<file path="config.mk">
export PLATFORM = sky130hd
export DESIGN_NAME = pcd_divider_pair
export DESIGN_NICKNAME = d
export VERILOG_FILES = /design/src/inc/pcd_pkg.sv /design/src/hw/pcd_divider_pair.sv
export SDC_FILE = /design/constraint.sdc
export NUM_CORES = 1
export LEC_CHECK = 0
export BUFFER_PORTS_ARGS = -buffer_cell sky130_fd_sc_hd__buf_2
export CAP_MARGIN = 20
export CORE_ASPECT_RATIO = 0.6
export CORE_MARGIN = 3
export CORE_UTILIZATION = 64
export DETAILED_ROUTE_END_ITERATION = 10
export PLACE_DENSITY_LB_ADDON = 0.1
export SYNTH_ARGS = -nofsm -noshare
export SYNTH_HDL_FRONTEND = slang
export SYNTH_SLANG_ARGS = --single-unit
</file>
<file path="constraint.sdc">
create_clock -name clk_i -period 2.8 [get_ports clk_i]
set_input_delay 0.14 -clock clk_i [delete_from_list [all_inputs] [get_ports clk_i]]
set_output_delay 0.14 -clock clk_i [all_outputs]
set_load 0.02 [all_outputs]
</file>
<file path="src/inc/pcd_pkg.sv">
// pcd_pkg: register map, field positions and reset values of the divider pair
// assumes an 8-bit register port with byte-wide registers at word addresses
package pcd_pkg;

  localparam int unsigned ADDR_W = 10;
  localparam int unsigned DATA_W = 8;
  localparam int unsigned NUM_DIV = 2;
  localparam int unsigned CNT_W = 4;

  // register offsets
  localparam logic [ADDR_W-1:0] DIV0_HIGH_LOW_COUNTS = 10'h190;
  localparam logic [ADDR_W-1:0] DIV0_CONTROL_PHASE   = 10'h191;
  localparam logic [ADDR_W-1:0] DIV0_ROUTE_DUTY      = 10'h192;
  localparam logic [ADDR_W-1:0] DIV1_HIGH_LOW_COUNTS = 10'h196;
  localparam logic [ADDR_W-1:0] DIV1_CONTROL_PHASE   = 10'h197;
  localparam logic [ADDR_W-1:0] DIV1_ROUTE_DUTY      = 10'h198;
  localparam logic [ADDR_W-1:0] PAIR_STATUS          = 10'h193;

  // counts register fields
  localparam int unsigned LOW_CNT_LSB  = 4;
  localparam int unsigned HIGH_CNT_LSB = 0;
  // control/phase register fields
  localparam int unsigned BYPASS_BIT   = 7;
  localparam int unsigned NOSYNC_BIT   = 6;
  localparam int unsigned FORCE_BIT    = 5;
  localparam int unsigned START_BIT    = 4;
  localparam int unsigned PHASE_LSB    = 0;
  // route/duty register fields
  localparam int unsigned DIRECT_BIT   = 1;
  localparam int unsigned DCC_OFF_BIT  = 0;
  // status register fields
  localparam int unsigned STAT_LVL_LSB = 0;
  localparam int unsigned STAT_RUN_LSB = 2;
  localparam int unsigned STAT_HLD_LSB = 4;

  // source-select codes
  localparam logic [1:0] SRC_EXT = 2'h0;
  localparam logic [1:0] SRC_OSC = 2'h2;

  // reset values
  localparam logic [DATA_W-1:0] COUNTS_RST  = 8'h00;
  localparam logic [DATA_W-1:0] CONTROL_RST = 8'h00;
  localparam logic [DATA_W-1:0] ROUTE_RST   = 8'h00;

  typedef enum logic [1:0] {
    DV_HOLD,
    DV_PHASE,
    DV_RUN
  } pcd_div_state_e;

endpackage

</file>
<file path="src/hw/pcd_divider_pair.sv">
// pcd_divider_pair: two programmable channel dividers feeding two output pairs
// assumes oscillator, external clock and sync pins are slower than clk_i / 2
//
// Notes on behaviour
// Output stays low for low-count field plus one input-clock cycles.
// Output stays high for high-count field plus one input-clock cycles.
// Bypass powers the divider down and passes its input clock straight out.
// No-sync clear obeys chip sync; set keeps the divider counting through chip sync.
// Software must set no-sync whenever it wants a forced static output.
// Force-level bit gives static output: zero low, one high.
// Start-level bit picks whether divided clock begins low or high.
// Low nibble of control register sets coarse phase offset in input cycles.
// Direct-route clear: first output pair driven from first divider.
// Direct-route set with source code 10: oscillator straight to the pair.
// Direct-route set with source code 00: external clock straight to the pair.
// Direct-route set with source code 01: routing unchanged, divider drives.
// Duty-correction bit zero enables correction, one disables it.
// First divider registers at 190, 191 and 192 hex.
// Second divider same layout at 196, 197, 198; drives second pair.
// After sync release, obeying dividers apply phase then restart at start level.
`timescale 1ns/1ps

module pcd_divider_pair (
  input  wire logic                          clk_i,              // 125 MHz system clock
  input  wire logic                          rst_i,              // sync reset, active high
  input  wire logic [pcd_pkg::ADDR_W-1:0]    reg_addr_i,         // register address
  input  wire logic [pcd_pkg::DATA_W-1:0]    reg_wdata_i,        // register write data
  input  wire logic                          reg_wr_i,           // write strobe
  input  wire logic                          reg_rd_i,           // read strobe
  output logic      [pcd_pkg::DATA_W-1:0]    reg_rdata_o,        // read data, cycle after
  input  wire logic                          osc_clk_i,          // oscillator clock pin
  input  wire logic                          ext_clk_i,          // external clock pin
  input  wire logic                          sync_n_i,           // chip sync pin, active low
  input  wire logic [1:0]                    src_sel_i,          // source-select field
  output logic                               pecl_pair_a_first_o,  // pair a, first output
  output logic                               pecl_pair_a_second_o, // pair a, second output
  output logic                               pecl_pair_b_first_o,  // pair b, first output
  output logic                               pecl_pair_b_second_o, // pair b, second output
  output logic      [pcd_pkg::NUM_DIV-1:0]   duty_correction_disable_o, // per divider
  output logic      [pcd_pkg::NUM_DIV-1:0]   divider_power_down_o       // per divider
);
  import pcd_pkg::*;

  typedef struct packed {
    logic [NUM_DIV-1:0][DATA_W-1:0] counts;
    logic [NUM_DIV-1:0][DATA_W-1:0] control;
    logic [NUM_DIV-1:0][DATA_W-1:0] route;
    logic [DATA_W-1:0]              rdata;
    logic [1:0]                     osc_sync;
    logic [1:0]                     ext_sync;
    logic [1:0]                     syn_sync;
    logic                           src_prev;
    pcd_div_state_e [NUM_DIV-1:0]   st;
    logic [NUM_DIV-1:0][CNT_W-1:0]  cnt;
    logic [NUM_DIV-1:0][CNT_W-1:0]  ph;
    logic [NUM_DIV-1:0]             lvl;
    logic [NUM_DIV-1:0]             pair;
  } pcd_state_s;

  pcd_state_s s_q;
  pcd_state_s s_d;

  logic                           osc_lvl;
  logic                           ext_lvl;
  logic                           sync_act;
  logic                           src_lvl;
  logic                           tick;
  logic [NUM_DIV-1:0]             bypass;
  logic [NUM_DIV-1:0]             nosync;
  logic [NUM_DIV-1:0]             force_lvl;
  logic [NUM_DIV-1:0]             start_lvl;
  logic [NUM_DIV-1:0]             direct;
  logic [NUM_DIV-1:0][CNT_W-1:0]  phase;
  logic [NUM_DIV-1:0][CNT_W-1:0]  low_cnt;
  logic [NUM_DIV-1:0][CNT_W-1:0]  high_cnt;
  logic [NUM_DIV-1:0]             route_osc;
  logic [NUM_DIV-1:0]             route_ext;
  logic [NUM_DIV-1:0]             show_force;
  logic [NUM_DIV-1:0]             held;
  logic [NUM_DIV-1:0]             wr_counts;
  logic [NUM_DIV-1:0]             wr_control;
  logic [NUM_DIV-1:0]             wr_route;
  logic [DATA_W-1:0]              status;

  // refuse shapes that the fixed field decode below cannot serve
  if (NUM_DIV != 2) begin : g_num_div_chk
    $error("divider pair logic serves exactly two dividers");
  end
  if (DATA_W != 8) begin : g_data_w_chk
    $error("registers must be byte wide");
  end
  if (CNT_W != 4) begin : g_cnt_w_chk
    $error("count and phase fields must be four bits");
  end
  if (ADDR_W < 9) begin : g_addr_w_chk
    $error("address too narrow for the register map");
  end
  if (LOW_CNT_LSB + CNT_W > DATA_W) begin : g_low_fld_chk
    $error("low-count field outside its register");
  end
  if (HIGH_CNT_LSB + CNT_W > DATA_W) begin : g_high_fld_chk
    $error("high-count field outside its register");
  end
  if (PHASE_LSB + CNT_W > DATA_W) begin : g_phase_fld_chk
    $error("phase field outside its register");
  end
  if (BYPASS_BIT >= DATA_W) begin : g_bypass_fld_chk
    $error("bypass bit outside its register");
  end
  if (NOSYNC_BIT >= DATA_W) begin : g_nosync_fld_chk
    $error("no-sync bit outside its register");
  end
  if (FORCE_BIT >= DATA_W) begin : g_force_fld_chk
    $error("force bit outside its register");
  end
  if (START_BIT >= DATA_W) begin : g_start_fld_chk
    $error("start bit outside its register");
  end
  if (DIRECT_BIT >= DATA_W) begin : g_direct_fld_chk
    $error("direct-route bit outside its register");
  end
  if (DCC_OFF_BIT >= DATA_W) begin : g_dcc_fld_chk
    $error("duty-correction bit outside its register");
  end
  if (STAT_LVL_LSB + NUM_DIV > DATA_W) begin : g_stat_lvl_chk
    $error("status level field outside the status byte");
  end
  if (STAT_RUN_LSB + NUM_DIV > DATA_W) begin : g_stat_run_chk
    $error("status run field outside the status byte");
  end
  if (STAT_HLD_LSB + NUM_DIV > DATA_W) begin : g_stat_hld_chk
    $error("status hold field outside the status byte");
  end

  // second synchroniser stages only
  assign osc_lvl  = s_q.osc_sync[1];
  assign ext_lvl  = s_q.ext_sync[1];
  assign sync_act = ~s_q.syn_sync[1];

  // divider input follows the source select
  assign src_lvl = (src_sel_i == SRC_OSC) ? osc_lvl : ext_lvl;
  assign tick    = src_lvl & ~s_q.src_prev;

  always_comb begin
    for (int i = 0; i < NUM_DIV; i++) begin
      bypass[i]    = s_q.control[i][BYPASS_BIT];
      nosync[i]    = s_q.control[i][NOSYNC_BIT];
      force_lvl[i] = s_q.control[i][FORCE_BIT];
      start_lvl[i] = s_q.control[i][START_BIT];
      phase[i]     = s_q.control[i][PHASE_LSB +: CNT_W];
      low_cnt[i]   = s_q.counts[i][LOW_CNT_LSB +: CNT_W];
      high_cnt[i]  = s_q.counts[i][HIGH_CNT_LSB +: CNT_W];
      direct[i]    = s_q.route[i][DIRECT_BIT];
      // direct routing wins over every divider setting
      route_osc[i]  = direct[i] && (src_sel_i == SRC_OSC);
      route_ext[i]  = direct[i] && (src_sel_i == SRC_EXT);
      // static level only while sync is asserted and ignored
      show_force[i] = nosync[i] && sync_act;
      held[i]       = (s_q.st[i] == DV_HOLD);
    end
  end

  // one write enable per register and divider
  always_comb begin
    wr_counts  = '0;
    wr_control = '0;
    wr_route   = '0;
    if (reg_wr_i) begin
      case (reg_addr_i)
        DIV0_HIGH_LOW_COUNTS: wr_counts[0]  = 1'b1;
        DIV0_CONTROL_PHASE:   wr_control[0] = 1'b1;
        DIV0_ROUTE_DUTY:      wr_route[0]   = 1'b1;
        DIV1_HIGH_LOW_COUNTS: wr_counts[1]  = 1'b1;
        DIV1_CONTROL_PHASE:   wr_control[1] = 1'b1;
        DIV1_ROUTE_DUTY:      wr_route[1]   = 1'b1;
        default: begin
        end
      endcase
    end
  end

  // status byte: levels, running and held dividers
  always_comb begin
    status = '0;
    for (int i = 0; i < NUM_DIV; i++) begin
      status[STAT_LVL_LSB + i] = s_q.lvl[i];
      status[STAT_RUN_LSB + i] = (s_q.st[i] == DV_RUN);
      status[STAT_HLD_LSB + i] = held[i];
    end
  end

  always_comb begin
    s_d = s_q;

    s_d.osc_sync = {s_q.osc_sync[0], osc_clk_i};
    s_d.ext_sync = {s_q.ext_sync[0], ext_clk_i};
    s_d.syn_sync = {s_q.syn_sync[0], sync_n_i};
    s_d.src_prev = src_lvl;

    // register writes, visible to the dividers one cycle later
    for (int i = 0; i < NUM_DIV; i++) begin
      if (wr_counts[i]) begin
        s_d.counts[i] = reg_wdata_i;
      end
      if (wr_control[i]) begin
        s_d.control[i] = reg_wdata_i;
      end
      if (wr_route[i]) begin
        s_d.route[i] = reg_wdata_i;
      end
    end

    // register reads, answered the next cycle
    s_d.rdata = '0;
    if (reg_rd_i) begin
      case (reg_addr_i)
        DIV0_HIGH_LOW_COUNTS: s_d.rdata = s_q.counts[0];
        DIV0_CONTROL_PHASE:   s_d.rdata = s_q.control[0];
        DIV0_ROUTE_DUTY:      s_d.rdata = s_q.route[0];
        DIV1_HIGH_LOW_COUNTS: s_d.rdata = s_q.counts[1];
        DIV1_CONTROL_PHASE:   s_d.rdata = s_q.control[1];
        DIV1_ROUTE_DUTY:      s_d.rdata = s_q.route[1];
        PAIR_STATUS:          s_d.rdata = status;
        default: s_d.rdata = '0;
      endcase
    end

    for (int i = 0; i < NUM_DIV; i++) begin
      if (bypass[i]) begin
        // powered down: counter parked at its restart point
        s_d.st[i]  = DV_RUN;
        s_d.cnt[i] = '0;
        s_d.lvl[i] = start_lvl[i];
      end else if (!nosync[i] && sync_act) begin
        s_d.st[i]  = DV_HOLD;
        s_d.cnt[i] = '0;
        s_d.lvl[i] = start_lvl[i];
      end else begin
        case (s_q.st[i])
          DV_HOLD: begin
            // sync released: apply phase offset first
            s_d.cnt[i] = '0;
            s_d.lvl[i] = start_lvl[i];
            s_d.ph[i]  = phase[i];
            s_d.st[i]  = (phase[i] == '0) ? DV_RUN : DV_PHASE;
          end
          DV_PHASE: begin
            if (tick) begin
              s_d.ph[i] = s_q.ph[i] - 1'b1;
              if (s_q.ph[i] == 4'h1) begin
                s_d.st[i] = DV_RUN;
              end
            end
          end
          DV_RUN: begin
            if (tick) begin
              if (s_q.lvl[i] && s_q.cnt[i] == high_cnt[i]) begin
                s_d.lvl[i] = 1'b0;
                s_d.cnt[i] = '0;
              end else if (!s_q.lvl[i] && s_q.cnt[i] == low_cnt[i]) begin
                s_d.lvl[i] = 1'b1;
                s_d.cnt[i] = '0;
              end else begin
                s_d.cnt[i] = s_q.cnt[i] + 1'b1;
              end
            end
          end
          default: s_d.st[i] = DV_HOLD;
        endcase
      end

      // output selection for this divider's pair
      // code 01 falls through, so the divider keeps the pair
      if (route_osc[i]) begin
        s_d.pair[i] = osc_lvl;
      end else if (route_ext[i]) begin
        s_d.pair[i] = ext_lvl;
      end else if (bypass[i]) begin
        // bypass passes the synchronised source, not the raw pin
        s_d.pair[i] = src_lvl;
      end else if (show_force[i]) begin
        // static level while sync is asserted and ignored; counter runs on below
        s_d.pair[i] = force_lvl[i];
      end else begin
        s_d.pair[i] = s_q.lvl[i];
      end
    end
  end

  always_ff @(posedge clk_i) begin
    if (rst_i) begin
      s_q.counts   <= {NUM_DIV{COUNTS_RST}};
      s_q.control  <= {NUM_DIV{CONTROL_RST}};
      s_q.route    <= {NUM_DIV{ROUTE_RST}};
      s_q.rdata    <= '0;
      s_q.osc_sync <= '0;
      s_q.ext_sync <= '0;
      s_q.syn_sync <= 2'h3;
      s_q.src_prev <= 1'b0;
      for (int i = 0; i < NUM_DIV; i++) begin
        s_q.st[i]  <= DV_HOLD;
      end
      s_q.cnt      <= '0;
      s_q.ph       <= '0;
      s_q.lvl      <= '0;
      s_q.pair     <= '0;
    end else begin
      s_q <= s_d;
    end
  end

  assign reg_rdata_o          = s_q.rdata;
  assign pecl_pair_a_first_o  = s_q.pair[0];
  assign pecl_pair_a_second_o = s_q.pair[0];
  assign pecl_pair_b_first_o  = s_q.pair[1];
  assign pecl_pair_b_second_o = s_q.pair[1];

  always_comb begin
    for (int i = 0; i < NUM_DIV; i++) begin
      duty_correction_disable_o[i] = s_q.route[i][DCC_OFF_BIT];
      divider_power_down_o[i]      = bypass[i];
    end
  end

endmodule

</file>
==> results of run 1 <==
==> worst max-delay path, cell delays in order (launching register included) <==
cell and delay (ns):
dfxtp_1 0.33, mux2_4 0.17, nand2b_1 0.27, a211o_4 0.47, or3_1 0.35, a31oi_1 0.13
==> per-stage QoR <==
step	total power [W]	worst slack (ns)	cells
2_1_floorplan	0.00139	1.24	551
3_3_place_gp	0.00145	0.869	637
3_5_place_dp	0.00145	0.781	637
4_1_cts	0.00262	1.01	654
5_1_grt	0.00271	0.878	654
6_report	0.00262	1.02	654
==> Yosys cell counts, types with 9 or more instances <==
cell type  count  area, um2
clkbuf_1      13       48.8
nor2_1        40        150
nor2b_1       13       81.3
a31oi_1        9       56.3
dfxtp_1       87       1740
a21oi_1       61        305
nand3_1       30        150
buf_2         10       50.1
xnor2_1       12        105
inv_1          9       33.8
buf_4         14        105
mux2i_1       23        230
o21ai_0       17       85.1
nand2_1      102        383
==> sequential cells by signal (all words and copies together) (netlist names), 2 cells and up <==
name,cells
force_lvl,2
direct,2
divider_power_down_o,2
s_q,38
low_cnt,8
high_cnt,8
s_d,3
phase,8
nosync,2
duty_correction_disable_o,2
reg_rdata_o,8
==> how the worst max path moves through the flow <==
stage          cells past startpoint  slack (ns)     endpoint
2_1_floorplan                      8        1.24  high_cnt[4]
3_3_place_gp                       7        0.87   low_cnt[4]
3_5_place_dp                       7        0.78   low_cnt[4]
4_1_cts                            5        1.01       s_q[8]
5_1_grt                            5        0.88       s_q[3]
6_report                           5        1.02       s_q[8]
==> power groups by stage <==
stage               Combinational, W  Clock (W)  Sequential (W)
finish                      0.000173    0.00119         0.00126
global route                0.000187    0.00126         0.00126
CTS                         0.000168    0.00119         0.00126
detailed placement          0.000166          0         0.00129
global placement            0.000164          0         0.00129
floorplan                   0.000108          0         0.00129
==> layout make-up <==
| cell class | count | area [um2] |
|---|---|---|
| multi-input combinational | 412 | 2420 |
| sequential | 87 | 1740 |
| fill | 466 | 1550 |
| clock buffer | 13 | 250 |
| timing repair buffer | 46 | 243 |
| tap | 84 | 105 |
| clock inverter | 3 | 42.5 |
| inverter | 9 | 33.8 |
==> cells by family (layout without fill, tap and decap cells) <==
group,Yosys count,in the layout,share of synthesized area [%]
AO/OA/AOI/OAI,123,123,16.9
XOR/XNOR,16,16,3.17
adder cells (fa/ha/maj),6,6,1.70
buffers and inverters,52,71,6.05
flip-flops,87,87,39.4
multiplexers,30,30,7.07
AND/OR/NAND/NOR,237,237,25.8
==> metal layers <==
layer  up-vias  global-route usage [%]  share of wire [%]
met2       259                    41.3                 39
met4         0                    8.53                1.4
met3        16                    10.3                 13
li1       1936                       -                  -
met1      1850                    46.9                 47
met5         -                       0                  0
==> impl_metrics.env, run 1 <==
export IMPL_status="completed"
export IMPL_synth_distinct_cells=52
export IMPL_yosysSeqAreaShare_pct=39.4
export IMPL_globalplace_congestion=1.00
export IMPL_cts_root_buf="clkbuf_16"
export IMPL_synth_ff_type="dfxtp_1"
export IMPL_synth_avg_cell_area_um2=8.03
export IMPL_crit_arrival_ns=2.06
export IMPL_start_kind="flop"
export IMPL_drt_iter0_markers=455
export IMPL_io_buffers=42
export IMPL_drv_cap=0
export IMPL_path_max_fanout=10
export IMPL_critPathLaunch="osc_lvl"
export IMPL_grt_total_usage_pct=31.0
export IMPL_fin_util_pct=75.7
export IMPL_leakagePower_nw=1.75
export IMPL_finalNetCount=598
export IMPL_r2r_setup_slack_ns=1.02
export IMPL_path_class="flop to flop"
export IMPL_grt_overflow=0
export IMPL_finalCriticalPeriod_ns=1.78
export IMPL_min_to="s_d[28]"
export IMPL_die_h_um=70.4
export IMPL_area_delta_synth_final_pct=9.19
export IMPL_insertion_delay_ns=0.35
export IMPL_rr_worst_depth=5
export IMPL_min_path_type="input port to flop"
export IMPL_numCtsBuffers=9
export IMPL_p_clk_share_pct=45.3
export IMPL_cts_htree_levels=3
export IMPL_switchingPower_w=0.000600
export IMPL_io_pins=43
export IMPL_yosysWarnings=0
export IMPL_place_area_um2=4530
export IMPL_whs_path_depth=2
export IMPL_pwr_share_seq_pct=48.1
export IMPL_vias=4061
export IMPL_finClkSkew_ns=0.00576
export IMPL_initial_core_util_pct=69.3
export IMPL_postCtsHoldBufs=1
export IMPL_finalSetupViolations=0
export IMPL_hold_ws_ns=0.00386
export IMPL_cts_sinks=87
export IMPL_hp_start="ext_clk_i"
export IMPL_post_cts_setup_buffers=0
export IMPL_cp_data_required_time_ns=3.07
export IMPL_rows=22
export IMPL_fp_coreArea_um2=6390
export IMPL_syn_area_um2=4430
export IMPL_final_common_cell="nand2_1"
export IMPL_switching_share_pct=22.9
export IMPL_final_area_um2=4830
export IMPL_ys_seq_elements=87
export IMPL_drv_slew=0
export IMPL_fp_dieW_um=113
export IMPL_vias_per_cell=6.21
export IMPL_rsz0062_at_grt="false"
export IMPL_irDropWorstVdd_mv=0.516
export IMPL_die_area_um2=7980
export IMPL_grt_pass1_vias=3620
export IMPL_synth_edf_count=0
export IMPL_critPathCaptureType="flop"
export IMPL_synthCells=551
export IMPL_reg2reg_to="s_q[8]"
export IMPL_maxSlewHeadroom_pct=66.1
export IMPL_synth_async_reset_ratio_pct=0
export IMPL_reg2reg_from="osc_lvl"
export IMPL_drive_above_1_share_pct=14.2
export IMPL_syn_nets=584
export IMPL_n_antenna_cell=0
export IMPL_hold_violations=0
export IMPL_dr_pass1_iters=6
export IMPL_drt_wl_total_um=12000
export IMPL_ant_nets=0
export IMPL_finalSetupTns_ns=0
export IMPL_grt_pass1_wl_um=19400
export IMPL_cts_tree="yes"
export IMPL_p_int_w=0.00202
export IMPL_grt_antenna_before_repair=0
export IMPL_fmax_mhz=561
export IMPL_grt_max_degree=27
export IMPL_comb_power_share_pct=6.6
export IMPL_tightest_slew_ns=0.509
export IMPL_pwr_density_cell_nw_per_um2=543
export IMPL_clkTransAtPathRegs_ns=0.06
export IMPL_final_cell_mix="nand2_1 (102), dfxtp_1 (87), a21oi_1 (61)"
export IMPL_cts_resized=0
export IMPL_drc_errors=0
export IMPL_place_hpwl_um=8590
export IMPL_wl_per_cell_um=18.3
export IMPL_fin_crit_sh_pct=63.7
export IMPL_ctsLongestPathBuffers=2
No activity file was read; power rests on OpenSTA's default activity.
==> run 2: changes to the inputs <==
Settings changed: CORE_UTILIZATION 64 to 59.
Clock period 2.8 ns to 1.87 ns, I/O delays scaled along.
==> run 2 against run 1 <==
Compared with the run above: clock skew increased by 0.0037 ns; core utilization decreased by 4.2 points; wire length increased by 3.1%; register-to-register slack got worse by 0.90 ns; sequential power increased by 50%; critical path type unchanged; critical endpoint unchanged; highest routed layer unchanged.
==> impl_metrics.env, run 2 (same netlist as run 1, synthesis figures left out) <==
export IMPL_start_kind="flop"
export IMPL_finClkSkew_ns=0.00942
export IMPL_drv_cap=0
export IMPL_hold_violations=0
export IMPL_final_cell_mix="nand2_1 (102), dfxtp_1 (87), a21oi_1 (60)"
export IMPL_clkTransAtPathRegs_ns=0.06
export IMPL_slowest_delay_ns=0.43
export IMPL_rr_worst_depth=5
export IMPL_r2r_setup_slack_ns=0.12
export IMPL_n_antenna_cell=0
export IMPL_drt_iter0_markers=579
export IMPL_grt_pass1_wl_um=19600
export IMPL_tightest_slew_ns=0.558
export IMPL_drive_above_1_share_pct=16.0
export IMPL_grt_antenna_before_repair=0
export IMPL_cp_slowest_cell="dfxtp_1"
export IMPL_io_pins=43
export IMPL_fp_dieW_um=118
export IMPL_finalSetupTns_ns=0
export IMPL_finalCriticalPeriod_ns=1.75
export IMPL_die_h_um=73.1
export IMPL_maxSlewHeadroom_pct=62.8
export IMPL_dr_pass1_iters=5
export IMPL_min_to="nosync[1]"
export IMPL_vias_per_cell=6.05
export IMPL_hp_start="reg_wdata_i[6]"
export IMPL_seq_area_um2=1740
export IMPL_rsz0062_at_grt="false"
export IMPL_cts_sinks=87
export IMPL_multi_input_area_um2=2420
export IMPL_ctsLongestPathBuffers=2
export IMPL_fin_crit_sh_pct=93.8
export IMPL_finalSetupViolations=0
export IMPL_area_delta_synth_final_pct=12.5
export IMPL_grt_max_degree=35
export IMPL_place_hpwl_um=8830
export IMPL_fillers=582
export IMPL_reg2reg_to="s_q[8]"
export IMPL_final_common_cell="nand2_1"
export IMPL_drt_wl_total_um=12300
export IMPL_numCtsBuffers=9
export IMPL_cts_tree="yes"
export IMPL_drc_errors=0
export IMPL_insertion_delay_ns=0.35
export IMPL_crit_arrival_ns=2.03
export IMPL_io_buffers=42
export IMPL_largest_reg_flops=38
export IMPL_critPathCaptureType="flop"
export IMPL_cp_data_required_time_ns=2.15
export IMPL_path_class="flop to flop"
export IMPL_finalNetCount=609
export IMPL_cts_root_buf="clkbuf_16"
export IMPL_crit_chain="nor2_1 > or2_2 > a211o_4 > or3_1 > a31oi_1"
export IMPL_rows=23
export IMPL_whs_path_depth=3
export IMPL_grt_pass1_vias=3745
export IMPL_wl_per_cell_um=18.1
export IMPL_status="completed"
export IMPL_fp_coreArea_um2=6960
export IMPL_path_max_fanout=7
export IMPL_vias=4118
export IMPL_reg2reg_from="nosync[1]"
export IMPL_drv_slew=0
export IMPL_cts_htree_levels=3
export IMPL_grt_total_usage_pct=29.3
export IMPL_pwr_density_cell_nw_per_um2=832
export IMPL_leakagePower_nw=1.83
export IMPL_fmax_mhz=570
export IMPL_top_register="s_q"
export IMPL_grt_overflow=0
export IMPL_hold_ws_ns=0.0717
export IMPL_ant_nets=0
export IMPL_min_path_type="input port to flop"
export IMPL_initial_core_util_pct=63.5
export IMPL_irDropWorstVdd_mv=0.583
export IMPL_globalplace_congestion=0.932
export IMPL_die_area_um2=8610
## run 2: cell type report
| cell class | count | area share [%] |
|---|---|---|
| repair buffers | 57 | 6.63 |
| inverters | 9 | 0.679 |
| multi-input cells | 412 | 48.7 |
| flip-flops and latches | 87 | 35.0 |
| clock buffers | 13 | 5.23 |
| clock inverters | 3 | 1.31 |
| well taps | 100 | 2.51 |
## run 2: how the worst max path moves through the flow
| stage | start | end | slack (ns) | depth (start not counted) |
|---|---|---|---|---|
| 2_1_floorplan | nosync[1] | s_q[8] | 0.31 | 5 |
| 5_1_grt | nosync[0] | s_q[4] | 0.03 | 5 |
| 3_5_place_dp | src_sel_i[0] | s_q[8] | 0.05 | 7 |
| 3_3_place_gp | src_sel_i[0] | s_q[8] | 0.10 | 7 |
| 4_1_cts | osc_lvl | s_q[3] | 0.12 | 5 |
| 6_report | nosync[1] | s_q[8] | 0.12 | 5 |
## run 2: routing by layer
metal / track usage [%] / part of all wire, % / vias to the layer above
met5: 0 / 0 / -
met4: 9.35 / 1.7 / 0
met3: 9.76 / 11 / 22
met2: 42.2 / 42 / 218
met1: 41.5 / 45 / 1930
li1: - / - / 1948
## run 2: per-stage QoR
stage | setup WS [ns] | area (um2) | instances | total power, W | util, %
2_1_floorplan | 0.313 | 4430 | 551 | 0.00209 | -
3_3_place_gp | 0.101 | 4620 | 662 | 0.00218 | 66.3
3_5_place_dp | 0.0535 | 4620 | 662 | 0.00219 | 66.3
4_1_cts | 0.117 | 4970 | 681 | 0.00413 | 71.4
5_1_grt | 0.0270 | 4980 | 681 | 0.00424 | 71.5
6_report | 0.116 | 4980 | 681 | 0.00414 | 71.5
## run 2: what timing repair did
action,in CTS,in global routing
setup buffers,0,0
hold buffers,3,0
gates resized for setup,0,2
endpoints found under the hold margin,3,0
setup endpoints to repair,0,1
## run 2: critical path, delay by kind of cell, from the launching register on
kind | cells | cell delay, ns
compound gates | 2 | 0.47
flops | 1 | 0.43
simple gates | 3 | 0.78
## run 2: where the power goes
part,internal (W),switching (W),leakage [nW]
clock,0.00124,0.000735,0.160
combinational,0.0000983,0.000175,0.963
sequential,0.00187,0.0000205,0.703
total,0.00321,0.000930,1.83
==> run 3: changes to the inputs <==
Settings changed: CTS_CLUSTER_SIZE from default to 16.
Clock period 1.87 ns to 2 ns, I/O delays scaled along.
==> run 3 against run 2 <==
Compared with the run above: wire length decreased by 0.99%; total power decreased by 11%; clock skew decreased by 0.0021 ns; count of clock-buffer cells in the layout decreased by 1; die area unchanged; combinational power decreased by 9.2%; worst hold slack improved by 0.0040 ns; critical path depth unchanged; final cell count decreased by 1.0%; largest cell class unchanged; largest power group is now sequential cells.
==> impl_metrics.env, run 3 (same netlist as run 1, synthesis figures left out) <==
export IMPL_vias=4113
export IMPL_grt_pass1_wl_um=19500
export IMPL_n_antenna_cell=0
export IMPL_dr_pass1_iters=5
export IMPL_vias_per_cell=6.10
export IMPL_status="completed"
export IMPL_reg2reg_to="s_q[4]"
export IMPL_fillers=596
export IMPL_rows=23
export IMPL_grt_max_degree=29
export IMPL_critPathTopFamily="simple AND/OR/NAND/NOR gates"
export IMPL_fp_coreArea_um2=6960
export IMPL_initial_core_util_pct=63.5
export IMPL_cts_sinks=87
export IMPL_ctsLongestPathBuffers=2
export IMPL_whs_path_depth=3
export IMPL_path_class="flop to flop"
export IMPL_drv_slew=0
export IMPL_finClkSkew_ns=0.00732
export IMPL_numCtsBuffers=9
export IMPL_crit_chain="mux2_4 > nand2b_1 > a211o_4 > or3_1 > a31oi_1"
export IMPL_irDropWorstVdd_mv=0.465
export IMPL_globalplace_congestion=0.909
export IMPL_hold_violations=0
export IMPL_die_area_um2=8610
export IMPL_drt_iter0_markers=663
export IMPL_finalSetupTns_ns=0
export IMPL_clkTransAtPathRegs_ns=0.06
export IMPL_fmax_mhz=565
export IMPL_fp_dieW_um=118
export IMPL_dpl_worst_slack_ns=0.127
export IMPL_maxSlewHeadroom_pct=67.0
export IMPL_wl_per_cell_um=18.1
export IMPL_die_h_um=73.1
export IMPL_grt_pass1_vias=3723
export IMPL_tightest_slew_ns=0.488
export IMPL_postCtsHoldBufs=3
export IMPL_cts_root_buf="clkbuf_16"
export IMPL_grt_overflow=0
export IMPL_cts_resized=0
export IMPL_leakagePower_nw=1.79
export IMPL_min_path_type="input port to flop"
export IMPL_slowest_delay_ns=0.45
export IMPL_path_max_fanout=10
export IMPL_start_kind="flop"
export IMPL_critPathLaunch="osc_lvl"
export IMPL_path_buf_inv=0
export IMPL_fin_crit_sh_pct=88.5
export IMPL_io_buffers=42
export IMPL_finalSetupViolations=0
export IMPL_min_to="nosync[0]"
export IMPL_place_hpwl_um=8600
export IMPL_rsz0062_at_grt="false"
export IMPL_final_cell_mix="nand2_1 (102), dfxtp_1 (87), a21oi_1 (61)"
export IMPL_critPathCaptureType="flop"
export IMPL_top_register="s_q"
export IMPL_cp_data_required_time_ns=2.27
export IMPL_drt_wl_total_um=12200
export IMPL_r2r_setup_slack_ns=0.23
export IMPL_drc_errors=0
export IMPL_fin_ws_ns=0.231
export IMPL_insertion_delay_ns=0.35
export IMPL_hp_start="reg_wdata_i[6]"
export IMPL_io_pins=43
export IMPL_finalCriticalPeriod_ns=1.77
export IMPL_area_delta_synth_final_pct=10.8
export IMPL_reg2reg_from="osc_lvl"
export IMPL_rr_worst_depth=5
export IMPL_grt_total_usage_pct=28.9
export IMPL_cp_slowest_cell="a211o_4"
export IMPL_final_common_cell="nand2_1"
export IMPL_post_cts_setup_buffers=0
export IMPL_finalNetCount=605
export IMPL_crit_arrival_ns=2.04
export IMPL_largest_reg_flops=38
export IMPL_pwr_density_cell_nw_per_um2=752
export IMPL_drv_cap=0
export IMPL_cts_htree_levels=3
export IMPL_ant_nets=0
export IMPL_cts_tree="yes"
export IMPL_grt_antenna_before_repair=0
export IMPL_drive_above_1_share_pct=14.8
## run 3: power breakdown
| part | switching, W | internal [W] |
|---|---|---|
| clock | 0.000659 | 0.00102 |
| combinational | 0.000161 | 0.0000874 |
| sequential | 0.0000173 | 0.00175 |
## run 3: worst max-delay path by stage
stage,end,slack (ns),cells past startpoint
final,s_q[4],0.23,5
after floorplan,s_q[8],0.44,5
after global placement,s_q[4],0.24,7
after global routing,s_q[8],0.14,5
after CTS,s_q[8],0.22,5
after detailed placement,s_q[8],0.13,7
## run 3: stage by stage
stage	area [um2]	hold slack [ns]	utilization (%)	instances	power [W]
after floorplan	4430	0.204	-	551	0.00195
after global placement	4590	0.290	65.9	658	0.00203
after detailed placement	4590	0.291	65.9	658	0.00204
after CTS	4900	0.0675	70.4	674	0.00369
after global routing	4900	0.0720	70.4	674	0.00379
final	4900	0.0757	70.4	674	0.00369
## run 3: layer usage
layer	part of all wire (%)	vias up	GRT usage [%]
li1	-	1936	-
met1	46	1914	40.7
met2	41	228	41.9
met3	11	35	10.1
met4	2.3	0	8.57
met5	0	-	0
## run 3: worst reg2reg max path: stages (launching register included)
cell and delay (ns):
dfxtp_1 0.32, mux2_4 0.16, nand2b_1 0.25, a211o_4 0.46, or3_1 0.36, a31oi_1 0.14
## run 3: area by class of cell
class / count / area, um2 / area share (%)
tap: 100 / 125 / 2.55
timing repair buffer: 53 / 300 / 6.12
inverter: 9 / 33.8 / 0.689
clock inverter: 1 / 30.0 / 0.612
sequential: 87 / 1740 / 35.5
multi-input combinational: 412 / 2420 / 49.3
clock buffer: 12 / 256 / 5.23
